==> src/design/tlm_pkg.sv <==
// Purpose: shared constants and types for the two-level page translator
// Assumes: one clock, synchronous active-high reset
// Notes:   offsets are byte addresses of aligned 32-bit words
package tlm_pkg;

  // ---------------------------------------------------------------
  // register offsets
  // ---------------------------------------------------------------
  localparam logic [5:0] OFF_DIR_BASE      = 6'h00;
  localparam logic [5:0] OFF_XLATE_STATUS  = 6'h04;
  localparam logic [5:0] OFF_XLATE_COMMAND = 6'h08;
  localparam logic [5:0] OFF_FAULT_ADDRESS = 6'h0c;
  localparam logic [5:0] OFF_FLUSH_ONE     = 6'h10;
  localparam logic [5:0] OFF_IRQ_RAW       = 6'h14;
  localparam logic [5:0] OFF_IRQ_CLEAR     = 6'h18;
  localparam logic [5:0] OFF_IRQ_ENABLE    = 6'h1c;
  localparam logic [5:0] OFF_IRQ_MASKED    = 6'h20;
  localparam logic [5:0] OFF_CLOCK_GATE    = 6'h24;

  // ---------------------------------------------------------------
  // reset values and field positions
  // ---------------------------------------------------------------
  localparam logic [31:0] DIR_BASE_RESET   = 32'h0000_0000;
  localparam logic [31:0] STATUS_RESET     = 32'h0000_0018;
  localparam int ST_PAGING      = 0;
  localparam int ST_FAULT       = 1;
  localparam int ST_STALL       = 2;
  localparam int ST_IDLE        = 3;
  localparam int ST_REPLAY_MT   = 4;
  localparam int ST_DIR_BIT     = 5;
  localparam int ST_MID_LO      = 6;
  localparam int ST_MID_HI      = 10;
  localparam int IRQ_PAGE_FAULT = 0;
  localparam int IRQ_BUS_ERROR  = 1;

  // entry fields, shared by directory and page entries
  localparam int ENT_ADDR_LO  = 12;
  localparam int ENT_VALID    = 0;
  localparam int ENT_RD_PERM  = 1;
  localparam int ENT_WR_PERM  = 2;
  localparam int ENT_OVERRIDE = 3;
  localparam int ENT_WR_CACHE = 4;
  localparam int ENT_WR_ALLOC = 5;
  localparam int ENT_WR_BUF   = 6;
  localparam int ENT_RD_CACHE = 7;
  localparam int ENT_RD_ALLOC = 8;
  localparam int PAGE_BITS    = 12;
  localparam int INDEX_BITS   = 10;
  localparam logic [1:0] ENTRY_BYTES_LOG2 = 2'd2;

  // ---------------------------------------------------------------
  // commands
  // ---------------------------------------------------------------
  typedef enum logic [2:0] {
    CMD_PAGING_ON  = 3'h0,
    CMD_PAGING_OFF = 3'h1,
    CMD_STALL_ON   = 3'h2,
    CMD_STALL_OFF  = 3'h3,
    CMD_FLUSH_ALL  = 3'h4,
    CMD_FAULT_DONE = 3'h5,
    CMD_UNIT_RESET = 3'h6,
    CMD_SPARE      = 3'h7
  } tlm_cmd_type;

endpackage : tlm_pkg

==> src/design/tlm_link_if.sv <==
// Purpose: carrier between the translator and its outside party
// Assumes: every signal sampled on the common clock
// Notes:   outside party owns register access, client requests, memory
`timescale 1ns/1ps
interface tlm_link_if;
  // register port
  logic        reg_wr;
  logic        reg_rd;
  logic [5:0]  reg_addr;
  logic [31:0] reg_wdata;
  logic [31:0] reg_rdata;
  // client request and translated answer
  logic        cl_valid;
  logic        cl_ready;
  logic [31:0] cl_addr;
  logic        cl_write;
  logic [4:0]  cl_master;
  logic [4:0]  cl_attr;
  logic        xl_valid;
  logic [31:0] xl_paddr;
  logic [4:0]  xl_attr;
  logic        xl_fault;
  // table fetch port
  logic        mem_valid;
  logic        mem_ready;
  logic [31:0] mem_addr;
  logic        mem_rvalid;
  logic [31:0] mem_rdata;
  logic        mem_error;

  modport unit (
    input  reg_wr, reg_rd, reg_addr, reg_wdata,
    output reg_rdata,
    input  cl_valid, cl_addr, cl_write, cl_master, cl_attr,
    output cl_ready, xl_valid, xl_paddr, xl_attr, xl_fault,
    output mem_valid, mem_addr,
    input  mem_ready, mem_rvalid, mem_rdata, mem_error
  );
  modport outside (
    output reg_wr, reg_rd, reg_addr, reg_wdata,
    input  reg_rdata,
    output cl_valid, cl_addr, cl_write, cl_master, cl_attr,
    input  cl_ready, xl_valid, xl_paddr, xl_attr, xl_fault,
    input  mem_valid, mem_addr,
    output mem_ready, mem_rvalid, mem_rdata, mem_error
  );
endinterface : tlm_link_if

==> src/design/tlm_unit.sv <==
// Purpose: two-level page translation unit with its register bank
// Assumes: outside party keeps tables aligned, initialised and sane
// Notes:   no entry cache is kept, so flush commands have nothing to drop
//
// What this block does
// - 4KB pages, per-page attributes
// - directory of 1024 table entries
// - table of 1024 page entries
// - directory entry at base plus 4*index
// - page entry at table plus 4*index
// - physical is page plus offset
// - software aligns directory to 4KB
// - software initialises directory
// - directory entry: table 31:12, bit0 valid
// - software aligns, initialises tables
// - page entry: bit0 valid, page 31:12
// - bit2 permits writes, bit1 reads
// - bit3 overrides attributes from 8:4
// - read override: bits 8,7
// - write override: bits 6,5,4
// - directory base read-write, resets zero
// - status 10:6 faulting master
// - status bit5 fault direction
// - command codes 0 to 6
// - stall-on always; others idle or stalled
// - write-one clear; masked is raw and enable
`timescale 1ns/1ps
module tlm_unit (
  // clock and reset
  input  wire logic clock,
  input  wire logic srst,
  // link to the outside party
  tlm_link_if.unit  link
);
  import tlm_pkg::*;

  // ---------------------------------------------------------------
  // state
  // ---------------------------------------------------------------
  typedef enum logic [2:0] {
    S_IDLE, S_DIR_REQ, S_DIR_WAIT, S_PTE_REQ, S_PTE_WAIT
  } tlm_walk_type;

  typedef struct packed {
    tlm_walk_type st;
    logic [31:0]  dir_base;
    logic         paging;
    logic         stall;
    logic         pf_active;
    logic [31:0]  fault_addr;
    logic [4:0]   fault_master;
    logic         fault_dir;
    logic [31:0]  flush_line;
    logic [1:0]   irq_raw;
    logic [1:0]   irq_en;
    logic         gating;
    logic [2:0]   cmd;
    logic [31:0]  la;
    logic         wr;
    logic [4:0]   mid;
    logic [4:0]   dattr;
    logic [31:0]  rdata;
    logic         xl_valid;
    logic [31:0]  xl_paddr;
    logic [4:0]   xl_attr;
    logic         xl_fault;
  } tlm_state_type;

  tlm_state_type s_reg;
  tlm_state_type s_next;

  // entry address: base with index scaled by four
  function automatic logic [31:0] entry_addr(input logic [31:0] base,
                                             input logic [9:0]  idx);
    entry_addr = {base[31:PAGE_BITS], idx, 2'h0};
  endfunction : entry_addr

  logic        idle;
  logic [31:0] status;
  logic        pte_ok;

  assign idle   = (s_reg.st == S_IDLE);
  assign status = {21'h0, s_reg.fault_master, s_reg.fault_dir, 1'b1,
                   idle, s_reg.stall, s_reg.pf_active, s_reg.paging};
  // held back while walking, stalled or faulted
  assign link.cl_ready = idle && !s_reg.stall && !s_reg.pf_active;

  // fetched page entry check
  assign pte_ok = link.mem_rdata[ENT_VALID] &&
                  (s_reg.wr ? link.mem_rdata[ENT_WR_PERM]
                            : link.mem_rdata[ENT_RD_PERM]);

  // ---------------------------------------------------------------
  // next state
  // ---------------------------------------------------------------
  always_comb begin
    s_next = s_reg;
    s_next.xl_valid = 1'b0;

    // register reads, one cycle latency
    if (link.reg_rd) begin
      unique case (link.reg_addr)
        OFF_DIR_BASE:      s_next.rdata = s_reg.dir_base;
        OFF_XLATE_STATUS:  s_next.rdata = status;
        OFF_XLATE_COMMAND: s_next.rdata = {29'h0, s_reg.cmd};
        OFF_FAULT_ADDRESS: s_next.rdata = s_reg.fault_addr;
        OFF_FLUSH_ONE:     s_next.rdata = s_reg.flush_line;
        OFF_IRQ_RAW:       s_next.rdata = {30'h0, s_reg.irq_raw};
        OFF_IRQ_ENABLE:    s_next.rdata = {30'h0, s_reg.irq_en};
        OFF_IRQ_MASKED:
          s_next.rdata = {30'h0, s_reg.irq_raw & s_reg.irq_en};
        OFF_CLOCK_GATE:    s_next.rdata = {31'h0, s_reg.gating};
        default:           s_next.rdata = 32'h0;
      endcase
    end

    // clear goes first so an event in the same cycle wins
    if (link.reg_wr) begin
      unique case (link.reg_addr)
        OFF_DIR_BASE:   s_next.dir_base = link.reg_wdata;
        OFF_FLUSH_ONE:  s_next.flush_line = link.reg_wdata;
        OFF_IRQ_CLEAR:
          s_next.irq_raw = s_reg.irq_raw & ~link.reg_wdata[1:0];
        OFF_IRQ_ENABLE: s_next.irq_en = link.reg_wdata[1:0];
        OFF_CLOCK_GATE: s_next.gating = link.reg_wdata[0];
        OFF_XLATE_COMMAND: begin
          s_next.cmd = link.reg_wdata[2:0];
          if (link.reg_wdata[2:0] == CMD_STALL_ON) begin
            s_next.stall = 1'b1;
          end else if (idle || s_reg.stall) begin
            unique case (tlm_cmd_type'(link.reg_wdata[2:0]))
              CMD_PAGING_ON:  s_next.paging = 1'b1;
              CMD_PAGING_OFF: s_next.paging = 1'b0;
              CMD_STALL_OFF:  s_next.stall = 1'b0;
              CMD_FAULT_DONE: s_next.pf_active = 1'b0;
              CMD_UNIT_RESET: begin
                s_next.paging    = 1'b0;
                s_next.stall     = 1'b0;
                s_next.pf_active = 1'b0;
                s_next.dir_base  = DIR_BASE_RESET;
                s_next.irq_raw   = 2'b00;
              end
              // no entry cache, so nothing to flush
              CMD_FLUSH_ALL, CMD_SPARE: ;
            endcase
          end
        end
        default: ;
      endcase
    end

    // ---------------------------------------------------------------
    // table walker
    // ---------------------------------------------------------------
    unique case (s_reg.st)
      S_IDLE: begin
        if (link.cl_valid && link.cl_ready) begin
          s_next.la    = link.cl_addr;
          s_next.wr    = link.cl_write;
          s_next.mid   = link.cl_master;
          s_next.dattr = link.cl_attr;
          if (s_reg.paging) begin
            s_next.st = S_DIR_REQ;
          end else begin
            // untranslated: address passes as is
            s_next.xl_valid = 1'b1;
            s_next.xl_paddr = link.cl_addr;
            s_next.xl_attr  = link.cl_attr;
            s_next.xl_fault = 1'b0;
          end
        end
      end
      S_DIR_REQ, S_PTE_REQ: begin
        if (link.mem_ready) begin
          s_next.st = (s_reg.st == S_DIR_REQ) ? S_DIR_WAIT : S_PTE_WAIT;
        end
      end
      S_DIR_WAIT, S_PTE_WAIT: begin
        if (link.mem_rvalid) begin
          // a fault answer unless a branch below says otherwise
          s_next.st       = S_IDLE;
          s_next.xl_valid = 1'b1;
          s_next.xl_fault = 1'b1;
          s_next.xl_paddr = 32'h0;
          s_next.xl_attr  = s_reg.dattr;
          if (link.mem_error) begin
            s_next.irq_raw[IRQ_BUS_ERROR] = 1'b1;
          end else if (s_reg.st == S_DIR_WAIT &&
                       link.mem_rdata[ENT_VALID]) begin
            s_next.st       = S_PTE_REQ;
            s_next.xl_valid = 1'b0;
            s_next.xl_paddr = {link.mem_rdata[31:ENT_ADDR_LO], 12'h000};
          end else if (s_reg.st == S_PTE_WAIT && pte_ok) begin
            s_next.xl_fault = 1'b0;
            s_next.xl_paddr = {link.mem_rdata[31:ENT_ADDR_LO],
                               s_reg.la[PAGE_BITS-1:0]};
            if (link.mem_rdata[ENT_OVERRIDE]) begin
              if (s_reg.wr) begin
                s_next.xl_attr[2:0] =
                  link.mem_rdata[ENT_WR_BUF:ENT_WR_CACHE];
              end else begin
                s_next.xl_attr[4:3] =
                  link.mem_rdata[ENT_RD_ALLOC:ENT_RD_CACHE];
              end
            end
          end else begin
            s_next.pf_active    = 1'b1;
            s_next.fault_addr   = s_reg.la;
            s_next.fault_master = s_reg.mid;
            s_next.fault_dir    = s_reg.wr;
            s_next.irq_raw[IRQ_PAGE_FAULT] = 1'b1;
          end
        end
      end
      default: s_next.st = S_IDLE;
    endcase
  end

  // ---------------------------------------------------------------
  // registers and outputs
  // ---------------------------------------------------------------
  always_ff @(posedge clock) begin
    if (srst) begin
      s_reg          <= '0;
      s_reg.st       <= S_IDLE;
      s_reg.dir_base <= DIR_BASE_RESET;
    end else begin
      s_reg <= s_next;
    end
  end

  // table address rides in xl_paddr between the two fetches
  assign link.mem_valid = (s_reg.st == S_DIR_REQ) ||
                          (s_reg.st == S_PTE_REQ);
  assign link.mem_addr  = (s_reg.st == S_PTE_REQ)
    ? entry_addr(s_reg.xl_paddr,
                 s_reg.la[PAGE_BITS +: INDEX_BITS])
    : entry_addr(s_reg.dir_base,
                 s_reg.la[PAGE_BITS+INDEX_BITS +: INDEX_BITS]);
  assign link.reg_rdata = s_reg.rdata;
  assign link.xl_valid  = s_reg.xl_valid;
  assign link.xl_paddr  = s_reg.xl_paddr;
  assign link.xl_attr   = s_reg.xl_attr;
  assign link.xl_fault  = s_reg.xl_fault;

endmodule : tlm_unit

==> src/flat_wrapper.sv <==
// flat-port wrapper written by rule: the top's interface ports become plain ports
module tlm_unit_flat import tlm_pkg::*;
  (clock, srst, link_reg_wr, link_reg_rd, link_reg_addr, link_reg_wdata, link_reg_rdata, link_cl_valid, link_cl_addr, link_cl_write, link_cl_master, link_cl_attr, link_cl_ready, link_xl_valid, link_xl_paddr, link_xl_attr, link_xl_fault, link_mem_valid, link_mem_addr, link_mem_ready, link_mem_rvalid, link_mem_rdata, link_mem_error);
  tlm_link_if link_i ();
  input  wire logic clock;
  input  wire logic srst;
  input wire logic [$bits(link_i.reg_wr)-1:0] link_reg_wr;
  input wire logic [$bits(link_i.reg_rd)-1:0] link_reg_rd;
  input wire logic [$bits(link_i.reg_addr)-1:0] link_reg_addr;
  input wire logic [$bits(link_i.reg_wdata)-1:0] link_reg_wdata;
  output wire logic [$bits(link_i.reg_rdata)-1:0] link_reg_rdata;
  input wire logic [$bits(link_i.cl_valid)-1:0] link_cl_valid;
  input wire logic [$bits(link_i.cl_addr)-1:0] link_cl_addr;
  input wire logic [$bits(link_i.cl_write)-1:0] link_cl_write;
  input wire logic [$bits(link_i.cl_master)-1:0] link_cl_master;
  input wire logic [$bits(link_i.cl_attr)-1:0] link_cl_attr;
  output wire logic [$bits(link_i.cl_ready)-1:0] link_cl_ready;
  output wire logic [$bits(link_i.xl_valid)-1:0] link_xl_valid;
  output wire logic [$bits(link_i.xl_paddr)-1:0] link_xl_paddr;
  output wire logic [$bits(link_i.xl_attr)-1:0] link_xl_attr;
  output wire logic [$bits(link_i.xl_fault)-1:0] link_xl_fault;
  output wire logic [$bits(link_i.mem_valid)-1:0] link_mem_valid;
  output wire logic [$bits(link_i.mem_addr)-1:0] link_mem_addr;
  input wire logic [$bits(link_i.mem_ready)-1:0] link_mem_ready;
  input wire logic [$bits(link_i.mem_rvalid)-1:0] link_mem_rvalid;
  input wire logic [$bits(link_i.mem_rdata)-1:0] link_mem_rdata;
  input wire logic [$bits(link_i.mem_error)-1:0] link_mem_error;
  assign link_i.reg_wr = link_reg_wr;
  assign link_i.reg_rd = link_reg_rd;
  assign link_i.reg_addr = link_reg_addr;
  assign link_i.reg_wdata = link_reg_wdata;
  assign link_reg_rdata = link_i.reg_rdata;
  assign link_i.cl_valid = link_cl_valid;
  assign link_i.cl_addr = link_cl_addr;
  assign link_i.cl_write = link_cl_write;
  assign link_i.cl_master = link_cl_master;
  assign link_i.cl_attr = link_cl_attr;
  assign link_cl_ready = link_i.cl_ready;
  assign link_xl_valid = link_i.xl_valid;
  assign link_xl_paddr = link_i.xl_paddr;
  assign link_xl_attr = link_i.xl_attr;
  assign link_xl_fault = link_i.xl_fault;
  assign link_mem_valid = link_i.mem_valid;
  assign link_mem_addr = link_i.mem_addr;
  assign link_i.mem_ready = link_mem_ready;
  assign link_i.mem_rvalid = link_mem_rvalid;
  assign link_i.mem_rdata = link_mem_rdata;
  assign link_i.mem_error = link_mem_error;
  tlm_unit u_core (.clock(clock), .srst(srst), .link(link_i));
endmodule
==> config.mk <==
export PLATFORM = sky130hd
export DESIGN_NAME = tlm_unit_flat
export DESIGN_NICKNAME = d
export VERILOG_FILES = /design/src/design/tlm_pkg.sv /design/src/design/tlm_link_if.sv /design/src/design/tlm_unit.sv /design/src/flat_wrapper.sv
export SDC_FILE = /design/constraint.sdc
export NUM_CORES = 1
export LEC_CHECK = 0
export BUFFER_PORTS_ARGS = -buffer_cell sky130_fd_sc_hd__buf_4
export CAP_MARGIN = 15
export CORE_ASPECT_RATIO = 1.2
export CORE_UTILIZATION = 55
export DETAILED_ROUTE_END_ITERATION = 16
export PLACE_DENSITY = 0.8
export SYNTH_ARGS = -nofsm -noshare
export SYNTH_HDL_FRONTEND = slang
export SYNTH_SLANG_ARGS = --single-unit
==> constraint.sdc <==
create_clock -name clock -period 2.1 [get_ports clock]
set_input_delay 0.42 -clock clock [delete_from_list [all_inputs] [get_ports clock]]
set_output_delay 0.42 -clock clock [all_outputs]
set_load 0.02 [all_outputs]
# [Word level (Yosys, flattened, before mapping)]
# Index checks and enable logic that the tools add are counted.
[classes] reduce_logical=34 n_eq_ne=26 n_mux=53 n_bitwise=7
[ops] cell="2-to-1 mux 39 bit" count=9
[ops] cell="case mux 32 bit (9 select lines)" count=1
[ops] cell="2-to-1 mux 32 bit" count=3
[ops] cell="case mux 39 bit (2 select lines)" count=1
[ops] cell="case mux 32 bit (2 select lines)" count=1
[ops] cell="2-to-1 mux 38 bit" count=1
[ops] cell="2-to-1 mux 35 bit" count=1
[ops] cell="2-to-1 mux 33 bit" count=1
[ops] cell="== test 6 x 5 -> 1 bit, second input constant" count=4
[ops] cell="2-to-1 mux 3 bit" count=8
[ops] cell="2-to-1 mux 2 bit" count=8
[ops] cell="AND reduction 5 bit" count=3
[ops] cell="2-to-1 mux 1 bit" count=13
[ops] cell="== test 3 x 2 -> 1 bit, second input constant" count=4
[ops] cell="== test 6 x 4 -> 1 bit, second input constant" count=2
[ops] cell="== test 6 bit, second input constant" count=2
[ops] cell="inequality test 2 bit, second input constant" count=6
[ops] cell="AND reduction 4 bit" count=3
[ops] cell="AND reduction 2 bit" count=5
[ops] cell="nonzero test 2 bit" count=5
[ops] cell="OR reduction 2 bit" count=5
[ops] cell="== test 3 bit, second input constant" count=3
[ops] cell="case mux 3 bit (3 select lines)" count=1
[ops] cell="2-to-1 mux 8 bit" count=1
[ops] cell="other kinds (15)" count=29
[totals] out_inout_bits=105 reg_bits=230 wordCells=142 input_bits=121

# [Logic depth before layout (Yosys ltp)]
[depth] depth_word=12 ltp_mapped=7 ltp_nobuf=4

# [Least setup slack after synthesis]
# Ideal clock, no wire load.
[synth_timing] path_kind="flip-flop to output port" startpoint="register u_core.s_reg[227] in the netlist's numbering" endpoint="output port link_mem_addr[10]" slack_ps=25 n_path_buf=2 t_required_ps=1680 arrival_ps=1655 path_stages_with_launch=7 path_cell_list="dfxtp_1 > buf_2 > inv_1 > nor2_1 > nand2_1 > clkbuf_1 > mux2_2"
[synth_via] elab_chain_len=2
[synth_rtl] item="from (decl)" line_no="tlm_unit.sv:69" rtl="tlm_state_type s_reg;"
[synth_rtl] item="from (signal assigned)" line_no="tlm_unit.sv:228" rtl="s_reg <= s_next;"
[synth_rtl] item="== test 3 x 2 -> 1 bit" line_no="tlm_unit.sv:235" rtl="assign link.mem_addr = (s_reg.st == S_PTE_REQ)"
[synth_rtl] item="2-to-1 mux 32 bit" line_no="tlm_unit.sv:236" rtl="? entry_addr(s_reg.xl_paddr,"
[synth_rtl] item="to (decl)" line_no="flat_wrapper.sv:23" rtl="output wire logic [$bits(link_i.mem_addr)-1:0] link_mem_addr;"
# Every way passes these cells.

# [Final worst setup path]
[layout_timing] startpoint="register u_core.s_reg[227] in the netlist's numbering" endpoint="output port link_mem_addr[27]"
# Same word-level chain as after synthesis.

==> results.cfg <==
[logic_synthesis]
synth_compound_area_share_pct = 16.5
synth-adder-area-share_pct = 0
synthesis.area_sq_um = 10800
seq_area_frac_synth_pct = 42.8
synthMuxAreaShare_pct = 11.4
synth_top_family_by_area = simple AND/OR/NAND/NOR gates
avgSynthCellArea_sq_um = 8.71
async_reset_ff_share_pct = 0
yosys_most_used_dff = dfxtp_1
yosys_warnings = 0
synth_edf_count = 0
yosys.area_share.xor_xnor_pct = 0.314
synth_cells = 1236
ys_types = 65
synth_simple_gate_area_share_pct = 19.0
yosys_register_bits = 230

[routing]
vias_per_cell = 5.95
final_antenna_net_count = 0
drtIter0Drc = 1214
wirelength_mm = 31.2
drc = 0
via_count = 9759
wl_per_cell_um = 19.0
drt-pass1-iter-count = 7

[clocking]
root_buffer = clkbuf_16
clk_pin_slew_ns = 0.06
clock_latency_ns = 0.50
cts_made_buffers = 22
h-tree-depth = 1
cts_tree = done
cts_hold_buf = 0
cts_buffer_depth = 3
cts_sinks = 230

[global_routing]
grt_first_pass_wirelength_mm = 48.4
grt_pass1_vias = 9104
grt_antenna_before_repair = 1
grt.total_usage_pct = 30.5
grt-ovfl-total = 0
grt_start_max_net_pins = 47

[die]
fp.dieH_um = 155
io_pins = 226
die_w_um = 130
core-area_sq_um = 19000
dieArea_sq_um = 20100
rows = 55
start_util_pct = 56.7

[final_layout]
seq_area_sq_um = 4620
drive_above_1_share_pct = 27.5
area_growth_syn_to_layout_pct = 23.7
final_area_sq_um = 13300
finalNonFillerCells = 1641
finalNetCount = 1489
n_fill_cell = 1511
largest_register_ffs = 159
multi_input_area_sq_um = 5160

[worst_setup_path]
start_kind = flip-flop
required_ns = 1.68
worstSetupPathType = reg -> out
regToRegSetupSlack_ns = 0.11
critPathMaxFanout = 8
cp.arrival_ns = 1.79
cp-end-kind = output port

[timing]
setup_tns_ns = -2.44
min_period_over_period_pct = 105
tightest_slew_ns = 0.642
slew_headroom_pct = 56.1
rsz0062_at_grt = true
setup_ws_ns = -0.105
finalHoldViolCount = 0
setup_viol = 31
skew_ns = 0.0107
whs_ns = 0.165
period_needed_ns = 2.21
fmax_mhz = 454
slew_violations = 0

[power]
power.switching_uw = 2230
power.leakage_uw = 0.00519
p_seq_share_pct = 49.0
power_density_nw_per_um2 = 696
peakVddDrop_mv = 0.554
switching_share_pct = 24.1
p_int_uw = 7030
comb_power_share_pct = 9.9
power_uw = 9260
power_frac_clock_pct = 41.1

[place]
port-buffer-count = 220
postPlaceCellArea_sq_um = 12300
dpl.hpwl_mm = 21.7
gp_congestion = 0.893
place_inst = 1589

[outcome]
violations = setup timing
status = finished, violations left

[job]
max_cap_violations = 0

[hold_path]
min_path_type = in -> reg
-- through the flow --
stage	setup WS [ns]	utilization, %
2_1_floorplan	0.0251	-
3_3_place_gp	0.140	64.8
3_5_place_dp	0.0707	64.8
4_1_cts	-0.126	69.9
5_1_grt	-0.141	70.1
6_report	-0.105	70.1
-- routing by layer --
layer  vias to the layer above  wire [um]  GRT usage (%)
met5                         -          0              0
met4                         0        914           9.97
met3                        72       2890           5.19
met2                       512      14400           48.2
met1                      4635      13000           42.2
li1                       4540          -              -
-- power groups by stage --
stage | Clock, uW | Sequential [uW] | Combinational [uW]
floorplan | 0 | 4610 | 524
global placement | 0 | 4640 | 879
detailed placement | 0 | 4640 | 893
CTS | 3850 | 4540 | 907
global route | 4000 | 4550 | 982
finish | 3800 | 4540 | 918
-- path summary, 6_finish.rpt --
path,from,to,cells past startpoint
worst min register to register,u_core.link.reg_rdata[3],u_core.link.reg_rdata[3],2
worst max register to register,u_core.s_reg[227],u_core.s_reg[200],7
worst min-delay path,link_mem_ready,u_core.s_reg[227],2
worst max-delay path,u_core.s_reg[227],link_mem_addr[27],6
-- cell usage in the layout (no fill, tap or decap), types with 3 or more instances in the layout --
cell,synthesis,final
a21oi_1,107,106
clkbuf_1,66,11
nor2b_1,5,5
and3_1,23,23
a32o_1,3,3
nand2_1,333,332
a221oi_1,3,3
nand3_1,7,7
clkbuf_16,0,23
nor3_2,3,4
and2_1,18,18
inv_1,6,5
mux2i_1,82,82
or3_1,3,3
buf_12,2,16
nor3b_1,12,12
mux2_2,33,32
nand2b_1,6,6
o2111ai_1,4,4
a221o_1,12,12
nor2_1,12,9
o21ai_0,3,3
a32oi_1,20,20
buf_4,80,230
a222oi_1,21,21
buf_16,0,3
a2111oi_0,9,9
dfxtp_4,0,3
nor3_4,2,3
a211oi_1,21,21
clkbuf_8,0,4
dfxtp_1,230,227
o21ai_1,31,30
nor3_1,5,3
buf_6,4,31
a311oi_1,8,8
-- critical path, stage by stage (launching register included) --
cell,delay [ns]
dfxtp_4,0.37
inv_4,0.05
nor2_4,0.14
nand2_8,0.11
buf_12,0.17
mux2_4,0.30
buf_6,0.14
-- synth_stat cells, types with 9 or more instances --
cell type	count	area (sq um)
and2_1	18	113
o21ai_1	31	155
mux2i_1	82	821
dfxtp_1	230	4600
a222oi_1	21	210
buf_2	22	110
a211oi_1	21	158
nand2_1	333	1250
and3_1	23	144
buf_4	80	601
nor2_1	12	45.0
mux2_2	33	372
nor3b_1	12	90.1
a221o_1	12	120
a21oi_1	107	536
clkbuf_1	66	248
a2111oi_0	9	78.8
a32oi_1	20	175
-- cell type report --
| cell class | instances | area share [%] |
|---|---|---|
| repair buffers | 281 | 18.7 |
| flip-flops and latches | 230 | 34.7 |
| clock inverters | 2 | 0.0940 |
| inverters | 7 | 0.226 |
| clock buffers | 38 | 5.05 |
| multi-input cells | 826 | 38.8 |
| diodes | 1 | 0.0188 |
| well taps | 256 | 2.41 |
-- repair_timing --
action | CTS | global route
setup buffers | 5 | 2
gates cloned | 3 | 0
endpoints found under the hold margin | 0 | 0
endpoints found under the setup margin | 31 | 31
gates resized for setup | 50 | 0
pin swaps | 2 | 2
-- cells by family after synthesis --
kind of cell / Yosys count
AO/OA/AOI/OAI: 259
XOR/XNOR: 3
buffers and inverters: 181
flip-flops: 230
multiplexers: 117
other: 1
AND/OR/NAND/NOR: 445
Power figures use the tool's default switching activity.
